==> config.mk <==
export PLATFORM = sky130hd
export DESIGN_NAME = qpm_serial_port
export DESIGN_NICKNAME = d
export VERILOG_FILES = /design/src/logic/qpm_pkg.sv /design/src/logic/qpm_serial_port.sv /design/src/logic/qpm_sync.sv
export SDC_FILE = /design/constraint.sdc
export NUM_CORES = 1
export LEC_CHECK = 0
export BUFFER_PORTS_ARGS = -buffer_cell sky130_fd_sc_hd__buf_2
export CORE_MARGIN = 2
export CORE_UTILIZATION = 57
export CTS_CLUSTER_DIAMETER = 120
export DETAILED_ROUTE_END_ITERATION = 6
export HOLD_SLACK_MARGIN = 0.12
export PLACE_DENSITY = 0.84
export SYNTH_ARGS = -nofsm -noshare
export SYNTH_HDL_FRONTEND = slang
export SYNTH_SLANG_ARGS = --single-unit
==> constraint.sdc <==
create_clock -name ref_clk -period 3.95 [get_ports ref_clk]
set_input_delay 0.9875 -clock ref_clk [delete_from_list [all_inputs] [get_ports ref_clk]]
set_output_delay 0.9875 -clock ref_clk [all_outputs]
set_load 0.03 [all_outputs]
==> src/logic/qpm_pkg.sv <==
// -----------------------------------------------------------------------------
// Shared constants and types of the management serial port
// -----------------------------------------------------------------------------
package qpm_pkg;

   // Frame layout, counted in shift clock rising edges.
   localparam int unsigned IDLE_ONES = 32; // Ones that make the line idle.
   localparam int unsigned HDR_BITS = 14; // Header bits after the start pattern.
   localparam int unsigned WORD_BITS = 16; // Bits in one data word.
   localparam int unsigned REGS_PER_CHAN = 11; // Registers reached per channel.
   localparam int unsigned NUM_CHANS = 4; // Channels inside the device.

   // Header bit positions, counted from the first bit after the start pattern.
   localparam logic [3:0] HDR_LAST_ADDR_BIT = 4'hb; // Last register address bit.
   localparam logic [3:0] HDR_TA_FIRST_BIT = 4'hc; // First turnaround bit.
   localparam logic [3:0] HDR_TA_LAST_BIT = 4'hd; // Second turnaround bit.
   localparam logic [3:0] WORD_LAST_BIT = 4'hf; // Last bit of a data word.

   // Field values.
   localparam logic [1:0] OP_READ = 2'h2; // Operation code of a read cycle.
   localparam logic [1:0] OP_WRITE = 2'h1; // Operation code of a write cycle.
   localparam logic [4:0] MULTI_REGAD = 5'h1f; // Address that selects every register.
   localparam logic [3:0] LOW_BLOCK_REGS = 4'h6; // Registers 0 to 5 come first.
   localparam logic [4:0] HIGH_BLOCK_SKIP = 5'h0a; // Gap before registers 16 to 20.
   localparam logic [3:0] LAST_REG_IDX = 4'ha; // Index of the eleventh register.
   localparam logic [1:0] LAST_CHAN = 2'h3; // Highest channel number.
   localparam logic [5:0] ONES_LAST = 6'h1f; // Ones count reached before idle.

   // Control and status registers on the plain port.
   localparam logic [3:0] CSR_CTRL_OFS = 4'h0; // Control: bit 0 enables multiple access.
   localparam logic [3:0] CSR_STAT_OFS = 4'h4; // Status of the serial engine.
   localparam int unsigned CTRL_MULTI_BIT = 0; // Position of the multiple access enable.
   localparam logic CTRL_MULTI_RST = 1'b0; // Multiple access is off after reset.

   // Serial engine states.
   typedef enum logic [2:0] {
      ST_WAIT_IDLE = 3'b000,
      ST_IDLE = 3'b001,
      ST_START = 3'b010,
      ST_HDR = 3'b011,
      ST_DATA = 3'b100
   } qpm_state_t;

   // Decoded header of one frame.
   typedef struct packed {
      logic [1:0] op;
      logic [4:0] phy;
      logic [4:0] regad;
   } qpm_hdr_t;

   // Request to the management register store.
   typedef struct packed {
      logic rd;
      logic wr;
      logic [1:0] chan;
      logic [4:0] addr;
      logic [15:0] wdata;
   } qpm_mreq_t;

endpackage : qpm_pkg

==> src/logic/qpm_serial_port.sv <==
// Chosen here: strobed register access and the register offsets.
module qpm_serial_port
   import qpm_pkg::*;
(
   input wire logic ref_clk, // System clock, 100 MHz.
   input wire logic rst_b, // Synchronous reset, active low.
   input wire logic mgmt_clk_in, // Shift clock from the controller.
   input wire logic mgmt_data_in, // Data line as seen at the pin.
   output logic mgmt_data_out, // Value driven onto the data line.
   output logic mgmt_data_oe_b, // Low while the device drives the data line.
   input wire logic [2:0] station_addr_pins, // Upper three device address bits.
   input wire logic irq_request, // Interrupt level from the status logic.
   output logic mgmt_interrupt_out, // Interrupt pin.
   output qpm_mreq_t mreg_req, // Request to the register store.
   input wire logic [15:0] mreg_rdata, // Register data, the cycle after a read.
   input wire logic [3:0] csr_addr, // Control port byte address.
   input wire logic [31:0] csr_wdata, // Control port write data.
   input wire logic csr_wr, // Control port write strobe.
   input wire logic csr_rd, // Control port read strobe.
   output logic [31:0] csr_rdata // Control port read data.
);

   // -------------------------------------------------------------------------
   // Pin synchronisation and shift clock edge detection
   // -------------------------------------------------------------------------
   logic [4:0] pins_s; // Synchronised pin group.
   logic mdc_s; // Synchronised shift clock.
   logic mdio_s; // Synchronised data line.
   logic [2:0] addr_pins_s; // Synchronised address pins.
   logic mdc_prev_r; // Shift clock one cycle ago.
   logic mdc_rise; // A rising shift clock edge was seen.

   // The controller makes the shift clock; it is sampled like any pin.
   qpm_sync #(.W(5)) u_sync (
      .ref_clk(ref_clk),
      .rst_b(rst_b),
      .d({station_addr_pins, mgmt_data_in, mgmt_clk_in}),
      .q(pins_s)
   );

   assign mdc_s = pins_s[0];
   assign mdio_s = pins_s[1];
   assign addr_pins_s = pins_s[4:2];
   assign mdc_rise = mdc_s & ~mdc_prev_r;

   // -------------------------------------------------------------------------
   // Engine state
   // -------------------------------------------------------------------------
   qpm_state_t state_r, state_nxt; // Frame position.
   logic [5:0] ones_r, ones_nxt; // Consecutive ones seen while waiting.
   logic [10:0] hdr_r, hdr_nxt; // Header bits shifted in so far.
   logic [3:0] bit_r, bit_nxt; // Bit index inside header or word.
   logic [3:0] word_r, word_nxt; // Register index inside a channel.
   logic [1:0] chan_r, chan_nxt; // Channel being accessed.
   logic [4:0] regad_r, regad_nxt; // Register address of a single access.
   logic act_r, act_nxt; // The frame addresses this device.
   logic rd_r, rd_nxt; // The frame is a read.
   logic multi_r, multi_nxt; // The frame is a multiple access.
   logic [15:0] shift_r, shift_nxt; // Data word shift register.
   logic out_r, out_nxt; // Bit on the data line.
   logic drive_r, drive_nxt; // Device drives the data line.
   logic load_r; // Read data from the store is valid now.
   qpm_mreq_t req_r, req_nxt; // Registered store request.
   logic multi_en_r; // Multiple access enable from the control register.
   logic irq_r; // Registered interrupt pin.
   logic [31:0] csr_rdata_r; // Registered control port read data.

   // -------------------------------------------------------------------------
   // Header decode and register address sequencing
   // -------------------------------------------------------------------------
   qpm_hdr_t hdr_now; // Header including the bit arriving now.
   logic hdr_match; // Upper address bits equal the pins.
   logic hdr_opok; // Operation bits name a read or a write.
   logic hdr_multi; // Header asks for every register and multiple access is enabled.
   logic word_last; // Current word is the last of the frame.
   logic [3:0] word_adv; // Next register index in a burst.
   logic [1:0] chan_adv; // Next channel in a burst.
   logic [4:0] addr_now; // Store address of the current word.
   logic [4:0] addr_adv; // Store address of the next word.
   logic [4:0] addr_first; // Store address of the first word.
   logic [15:0] word_in; // Written word including the bit arriving now.

   // Map a burst index 0..10 onto register addresses 0..5 and 16..20.
   function automatic logic [4:0] reg_of_idx(input logic [3:0] idx);
      logic [4:0] wide;
      wide = {1'b0, idx};
      if (idx < LOW_BLOCK_REGS)
         reg_of_idx = wide;
      else
         reg_of_idx = wide + HIGH_BLOCK_SKIP;
   endfunction : reg_of_idx

   // Bits arrive MSB first: operation, device address, register address.
   assign hdr_now = qpm_hdr_t'({hdr_r, mdio_s});
   assign hdr_match = (hdr_now.phy[4:2] == addr_pins_s);
   assign hdr_opok = (hdr_now.op == OP_READ) || (hdr_now.op == OP_WRITE);
   assign hdr_multi = multi_en_r && (hdr_now.regad == MULTI_REGAD);
   assign word_last = !multi_r || ((word_r == LAST_REG_IDX) && (chan_r == LAST_CHAN));
   assign word_adv = (word_r == LAST_REG_IDX) ? 4'h0 : word_r + 4'h1;
   assign chan_adv = (word_r == LAST_REG_IDX) ? chan_r + 2'h1 : chan_r;
   assign addr_now = multi_r ? reg_of_idx(word_r) : regad_r;
   assign addr_adv = reg_of_idx(word_adv);
   assign addr_first = multi_r ? reg_of_idx(4'h0) : regad_r;
   assign word_in = {shift_r[14:0], mdio_s};

   // -------------------------------------------------------------------------
   // Next-state logic of the serial engine
   // -------------------------------------------------------------------------
   always_comb
   begin
      state_nxt = state_r;
      ones_nxt = ones_r;
      hdr_nxt = hdr_r;
      bit_nxt = bit_r;
      word_nxt = word_r;
      chan_nxt = chan_r;
      regad_nxt = regad_r;
      act_nxt = act_r;
      rd_nxt = rd_r;
      multi_nxt = multi_r;
      shift_nxt = shift_r;
      out_nxt = out_r;
      drive_nxt = drive_r;
      req_nxt = '0;
      // Read data arrives one cycle after the store request.
      if (load_r)
      begin
         shift_nxt = mreg_rdata;
         out_nxt = mreg_rdata[15];
      end
      if (mdc_rise)
      begin
         unique case (state_r)
            ST_WAIT_IDLE:
            begin
               // Count unbroken ones; a zero starts the count again.
               drive_nxt = 1'b0;
               if (!mdio_s)
                  ones_nxt = 6'h00;
               else if (ones_r == ONES_LAST)
                  state_nxt = ST_IDLE;
               else
                  ones_nxt = ones_r + 6'h01;
            end
            ST_IDLE:
            begin
               // Ones keep the port idle; a zero may open a start pattern.
               drive_nxt = 1'b0;
               if (!mdio_s)
                  state_nxt = ST_START;
            end
            ST_START:
            begin
               // The one that completes the start pattern begins the header.
               if (mdio_s)
               begin
                  state_nxt = ST_HDR;
                  bit_nxt = 4'h0;
               end
            end
            ST_HDR:
            begin
               hdr_nxt = {hdr_r[9:0], mdio_s};
               bit_nxt = bit_r + 4'h1;
               if (bit_r == HDR_LAST_ADDR_BIT)
               begin
                  // Whole address known: decide whether and how to respond.
                  act_nxt = hdr_match && hdr_opok;
                  rd_nxt = (hdr_now.op == OP_READ);
                  multi_nxt = hdr_multi;
                  regad_nxt = hdr_now.regad;
                  chan_nxt = hdr_multi ? 2'h0 : hdr_now.phy[1:0];
                  word_nxt = 4'h0;
               end
               else if (bit_r == HDR_TA_FIRST_BIT)
               begin
                  // Second turnaround bit is driven low on a read.
                  drive_nxt = act_r && rd_r;
                  out_nxt = 1'b0;
               end
               else if (bit_r == HDR_TA_LAST_BIT)
               begin
                  state_nxt = ST_DATA;
                  bit_nxt = 4'h0;
                  req_nxt.rd = act_r && rd_r;
                  req_nxt.chan = chan_r;
                  req_nxt.addr = addr_first;
               end
            end
            ST_DATA:
            begin
               bit_nxt = bit_r + 4'h1;
               if (rd_r)
               begin
                  shift_nxt = {shift_r[14:0], 1'b0};
                  out_nxt = shift_r[14];
               end
               else
                  shift_nxt = word_in;
               if (bit_r == WORD_LAST_BIT)
               begin
                  // Commit a written word to the register it belongs to.
                  req_nxt.wr = act_r && !rd_r;
                  req_nxt.chan = chan_r;
                  req_nxt.addr = addr_now;
                  req_nxt.wdata = word_in;
                  if (word_last)
                  begin
                     // Frame done: release the line and demand new idle.
                     state_nxt = ST_WAIT_IDLE;
                     ones_nxt = 6'h00;
                     drive_nxt = 1'b0;
                  end
                  else
                  begin
                     word_nxt = word_adv;
                     chan_nxt = chan_adv;
                     if (act_r && rd_r)
                     begin
                        // Fetch the next word before its first bit is sampled; the line stays driven meanwhile.
                        req_nxt.rd = 1'b1;
                        req_nxt.wr = 1'b0;
                        req_nxt.chan = chan_adv;
                        req_nxt.addr = addr_adv;
                     end
                  end
               end
               else
                  drive_nxt = act_r && rd_r;
            end
            default:
            begin
               state_nxt = ST_WAIT_IDLE;
               drive_nxt = 1'b0;
            end
         endcase
      end
   end

   // -------------------------------------------------------------------------
   // Engine registers
   // -------------------------------------------------------------------------
   always_ff @(posedge ref_clk)
   begin
      if (!rst_b)
      begin
         state_r <= ST_WAIT_IDLE;
         ones_r <= 6'h00;
         hdr_r <= 11'h000;
         bit_r <= 4'h0;
         word_r <= 4'h0;
         chan_r <= 2'h0;
         regad_r <= 5'h00;
         act_r <= 1'b0;
         rd_r <= 1'b0;
         multi_r <= 1'b0;
         shift_r <= 16'h0000;
         out_r <= 1'b0;
         drive_r <= 1'b0;
         req_r <= '0;
         load_r <= 1'b0;
         mdc_prev_r <= 1'b0;
      end
      else
      begin
         state_r <= state_nxt;
         ones_r <= ones_nxt;
         hdr_r <= hdr_nxt;
         bit_r <= bit_nxt;
         word_r <= word_nxt;
         chan_r <= chan_nxt;
         regad_r <= regad_nxt;
         act_r <= act_nxt;
         rd_r <= rd_nxt;
         multi_r <= multi_nxt;
         shift_r <= shift_nxt;
         out_r <= out_nxt;
         drive_r <= drive_nxt;
         req_r <= req_nxt;
         load_r <= req_r.rd;
         mdc_prev_r <= mdc_s;
      end
   end

   // The line is released whenever the engine does not drive it.
   assign mgmt_data_out = out_r;
   assign mgmt_data_oe_b = ~drive_r;
   assign mreg_req = req_r;

   // -------------------------------------------------------------------------
   // Interrupt pin
   // -------------------------------------------------------------------------
   // The status logic decides the level; this port only carries it out.
   always_ff @(posedge ref_clk)
   begin
      if (!rst_b)
         irq_r <= 1'b0;
      else
         irq_r <= irq_request;
   end

   assign mgmt_interrupt_out = irq_r;

   // -------------------------------------------------------------------------
   // Control port
   // -------------------------------------------------------------------------
   logic sel_ctrl; // Access hits the control register.
   logic sel_stat; // Access hits the status register.
   logic [31:0] stat_word; // Status register contents.
   logic [31:0] rd_word; // Selected read value.

   assign sel_ctrl = (csr_addr == CSR_CTRL_OFS);
   assign sel_stat = (csr_addr == CSR_STAT_OFS);
   assign stat_word = {24'h000000, 1'b0, multi_r, rd_r, act_r, drive_r, state_r};
   assign rd_word = sel_ctrl ? {31'h00000000, multi_en_r} : (sel_stat ? stat_word : 32'h00000000);

   // The enable is shared by all channels and sampled once per header.
   always_ff @(posedge ref_clk)
   begin
      if (!rst_b)
         multi_en_r <= CTRL_MULTI_RST;
      else if (csr_wr && sel_ctrl)
         multi_en_r <= csr_wdata[CTRL_MULTI_BIT];
   end

   // Read data stands only in the cycle after the read strobe.
   always_ff @(posedge ref_clk)
   begin
      if (!rst_b)
         csr_rdata_r <= 32'h00000000;
      else if (csr_rd)
         csr_rdata_r <= rd_word;
      else
         csr_rdata_r <= 32'h00000000;
   end

   assign csr_rdata = csr_rdata_r;

endmodule : qpm_serial_port

==> src/logic/qpm_sync.sv <==
// -----------------------------------------------------------------------------
// Two flip-flop synchroniser for signals from outside the clock domain
// -----------------------------------------------------------------------------
module qpm_sync #(
   parameter int W = 1
) (
   input wire logic ref_clk, // System clock.
   input wire logic rst_b, // Synchronous reset, active low.
   input wire logic [W-1:0] d, // Asynchronous inputs.
   output logic [W-1:0] q // Synchronised outputs.
);

   logic [W-1:0] meta_r; // First stage, read only by the second stage.

   // Two stages in series; nothing else reads the first one.
   always_ff @(posedge ref_clk)
   begin
      if (!rst_b)
      begin
         meta_r <= '0;
         q <= '0;
      end
      else
      begin
         meta_r <= d;
         q <= meta_r;
      end
   end

endmodule : qpm_sync

# After elaboration in Yosys (flattened, before gate mapping)
# Cells that the tools add are included.
[totals]
n_memories = 0
mem_bits_rw = 0
register_bits = 127
latch_bits = 0
rom_bits = 0
inputBits = 62
[op_classes]
n_reduce_logical = 27
n_addsub = 6
n_eq_ne = 30
mux = 63
shifts = 0
n_mul = 0
div = 0
order_cmp = 2
n_bitwise = 7
[op_table]
columns = ["op", "count"]
rows = [
  ["$mux 16", 3],
  ["$mux 4", 8],
  ["$mux 3", 9],
  ["$mux 25", 1],
  ["$mux 6", 4],
  ["$mux 7", 3],
  ["$eq 4x4->1 const B", 5],
  ["$mux 5", 4],
  ["$ne 2x2->1 const B", 10],
  ["$mux 9", 2],
  ["$mux 1", 15],
  ["$pmux 3 s5", 1],
  ["$reduce_and 5->1", 3],
  ["$pmux 7 s2", 1],
  ["$pmux 4 s3", 1],
  ["$pmux 6 s2", 1],
  ["$add 4x4->5 const B", 2],
  ["$mux 2", 5],
  ["$reduce_and 10->1", 1],
  ["$add 4x1->4 const B", 2],
  ["$lt 4x3->1 const B", 2],
  ["$pmux 4 s2", 1],
  ["$add 6x1->6 const B", 1],
  ["$eq 3x2->1 const B", 2],
  ["28 further kinds", 48],
]

# Logic depth before layout (Yosys ltp)
[depth]
depth_word = 8
mapped_depth = 9
depth_no_buf = 9

# Hierarchy
# Synthesis repeated with hierarchy kept, for this count alone.
[hier_totals]
cells_unflattened = 515
area_unflattened_um2 = 4648.2
[modules_own_cells]
columns = ["module", "instances", "cells_per_inst", "area_per_inst_um2"]
rows = [
  ["qpm_serial_port", 1, 495, 4385.5],
  ["qpm_sync", 1, 20, 262.8],
]

# Least setup slack after synthesis
# OpenSTA, ideal clock, no wires.
[synth_path]
path_kind = "flip-flop to flip-flop"
from = "register word_r[0]"
to = "register word_r[0]"
setup_slack_ps = 1828
path_buffers = 1
required_ps = 3880
setup_time_ps = 70
period_less_slack_ps = 2122
arrival_time_ps = 2052
stages_incl_launch_ff = 9
path_cell_list = "dfxtp_1 inv_1 ha_1 and3b_1 clkbuf_1 a21oi_1 a41oi_2 or3_1 a21oi_1"
[synth_between]
elab_chain_len = 5
[synth_lines]
columns = ["item", "line", "rtl"]
rows = [
  ["start: declaration", "qpm_serial_port.sv:53", "logic [3:0] word_r, word_nxt;"],
  ["start signal: assignment", "qpm_serial_port.sv:270", "word_r <= word_nxt;"],
  ["$add 4x1->4 or $eq 4x4->1 (tied branches)", "qpm_serial_port.sv:99, qpm_serial_port.sv:98", ""],
  ["$mux 4 or $logic_and 1x1->1 (tied branches)", "qpm_serial_port.sv:99, qpm_serial_port.sv:98", ""],
  ["$mux 4 or $logic_or 1x1->1 (tied branches)", "qpm_serial_port.sv:207, qpm_serial_port.sv:98", ""],
  ["$mux 4 or $ne 2x2->1 (tied branches)", "-", ""],
  ["$pmux 4 s2 or $reduce_and 5->1 (tied branches)", "-", ""],
]
# Parallel ways exist; a longest one is shown, timed or not. The select of a mux whose other input is x is not followed.
# A chain may end at the register's enable or synchronous reset.

# Final worst setup path
[layout_path]
from = "register state_r[2]"
to = "register req_r (netlist bit mreg_req[23])"
[layout_between]
elab_chain_len = 2
[layout_lines]
columns = ["item", "line", "rtl"]
rows = [
  ["start: declaration", "qpm_serial_port.sv:49", "qpm_state_t state_r, state_nxt;"],
  ["start signal: assignment", "qpm_serial_port.sv:266", "state_r <= state_nxt;"],
  ["$eq 3x3->1", "qpm_serial_port.sv:133", "unique case (state_r)"],
  ["$reduce_and 4->1 (no line)", "-", ""],
  ["end signal: assignment", "qpm_serial_port.sv:279", "req_r <= req_nxt;"],
  ["end: declaration", "qpm_serial_port.sv:63", "qpm_mreq_t req_r, req_nxt;"],
]
# Every way passes these cells.

==> metrics <==
global-route wire length before repair=~15,000 um; Total Power=1720 uW; post-CTS sizing=0; Peak Freq=392 MHz; Yosys top cell area share=approximately 44%; Hold Path Class=register to register; Core Rows=32; Die Y=roughly 94 um; post-synthesis register bit count=between 100 and 150; Post-synth EDFFs=0; drc violations=0; Design Area, Final=5010 sq um; Worst-Margin Slew=slightly below 1 ns; RSZ-0062 raised after global routing=no; clock tree buffer depth=2; Area after DPL=roughly 4800 sq um; Rel. slew slack=roughly 34%; worst-path fanout max=16; largest net degree at the start of global routing=slightly above 50; Critical Path RT=between 4 and 5 ns; FILL cells=between 600 and 700; Syn Inst Count=between 500 and 600; CP Class=register to register; routed vias/inst=between 5 and 6; Initial Utilization=approximately three fifths; Routed Antenna Nets=0; Area Growth Syn to Fin=9.25%; Cell Pwr Density=342 nW/um^2; final setup fails=0; cell area after synthesis=about 4600 sq um; CP arrival=approximately 2.9 ns; final slew viol count=0; Post-synth ARST share=0%; Post-synth top cells=dfxtp_1, nor2_1, a21oi_1, nand2_1, and2_1; Yosys warning count=0; port buffer count=65; CTS tree=done; vias after detailed routing=3,834; status=completed; GPL Wtd Cong=just over 0.9; Global Route Usage Sum=about 22%; 1st-pass router iterations=6; Worst-path clk slew=approximately 0.10 ns; Max Clock Skew=around 0.012 ns; die width=93.7 um; area of the multi-input gates=approximately 2300 sq um; most frequent cell after synthesis=dfxtp_1; CP Capture Type=register; root buf cell=clkbuf_8; final hold vios=0; H-tree depth=3; Ant. Diodes=0; post-synth cell types=59; worst skew pair latency=roughly 0.36 ns; global route overflow=0; Tmin final=~2.6 ns; top cells by area, synth=dfxtp_1, mux2i_1, nor2_1; postcts setup bufs=0; core area=~8000 sq um; register area share after synthesis=44.1%; initial antenna violation count=0; post-synth top area cell=dfxtp_1; wire per inst=around 14 um; max cap viols=0; Detail Placement HPWL=approximately 6500 um; worst vdd ir=~0.23 mV; Mapped Avg Cell Area=approximately 8.7 sq um; Register Area=approximately 2000 sq um; DR iter-0 viols=around 280; Tcrit/Tclk final=between 60% and 70%; Post-Route WL=9580 um; hold_buf cts=0; vias in the first global route=between 3,000 and 4,000; CTS Sinks=roughly 100; CP Launch Type=register; Lkg Pwr=around 0.0020 uW; prevailing post-synth register cell=dfxtp_1; number of placed I/O pins=122; clock buffer count from CTS=9; die area=8780 sq um; Fin Setup TNS=0 ns; fin nets=between 600 and 700; layout cells sized above 1=between 15 and 20%
[report_power, final]
group          internal (uW)  leakage [uW]  switching, uW
Sequential              1020      0.000816           4.53
Combinational           19.5       0.00111           61.4
Clock                    239     0.0000921            367
[flip-flops by register name (all words and copies together), names as in the netlist, 2 cells and up]
register / cells
ones_r: 6
u_sync.meta_r: 5
word_r: 4
state_r: 3
chan_r: 2
shift_r: 15
csr_rdata: 7
bit_r: 4
hdr_r: 11
mreg_req: 25
regad_r: 5
u_sync.q: 5
[worst paths after layout]
kind | slack, ns | end | depth (start not counted) | startpoint
setup / recovery | 1.40 | mreg_req[23] | 4 | state_r[2]
hold / removal | 0.44 | u_sync.q[3] | 1 | u_sync.meta_r[3]
setup reg to reg | 1.40 | mreg_req[23] | 4 | state_r[2]
hold reg to reg | 0.44 | u_sync.q[3] | 1 | u_sync.meta_r[3]
[stage by stage]
step	std cells	util, %	hold slack [ns]	setup WS [ns]
2_1_floorplan	550	-	0.412	1.83
3_3_place_gp	662	62.1	0.414	1.42
3_5_place_dp	662	62.1	0.419	1.37
4_1_cts	678	64.5	0.443	1.38
5_1_grt	678	64.5	0.466	1.21
6_report	678	64.5	0.440	1.40
[cells by family after synthesis]
family | share of synthesized area [%]
other | 0.0818
muxes | 6.79
buffers and inverters | 8.27
DFF | 44.1
and+or+nand+nor | 21.2
adders and majority gates | 2.73
AOI/OAI and AO/OA | 15.3
xor gates and xnor gates | 1.53
[cell type report]
type	count	share of cell area, %
clock buffer	9	2.47
clock inverter	7	1.17
inverter	11	0.824
multi-input combinational	379	45.5
sequential	101	40.4
tap	102	2.55
timing repair buffer	69	7.09
[routing by layer]
metal	global-route usage [%]	routed length [um]	up-vias	share of wire (%)
met3	5.70	756	20	7.9
li1	-	-	1871	-
met5	0	0	-	0
met1	28.7	4160	1767	43
met4	8.21	173	0	1.8
met2	34.5	4490	176	47
[layout by cell type, fill, tap and decap left out, types with 4 or more instances in the layout]
master / instances
dfxtp_1: 101
nand2b_1: 6
nor2_1: 57
buf_2: 65
a21oi_1: 42
ha_1: 10
nand3_1: 17
inv_1: 10
mux2i_1: 30
or3_1: 4
o21ai_0: 20
a221oi_1: 4
conb_1: 25
a211oi_1: 18
nor3_1: 6
buf_4: 4
xor2_1: 6
nor2b_1: 5
and2_1: 32
nand4_1: 5
nand2_1: 41
or2_2: 4
clkbuf_8: 9
[critical path: stages (launching register included)]
cell	delay, ns
dfxtp_1	0.53
or3b_1	0.64
or2_2	0.45
nor3_2	0.63
and3b_1	0.24
Power figures use the tool's default switching activity.
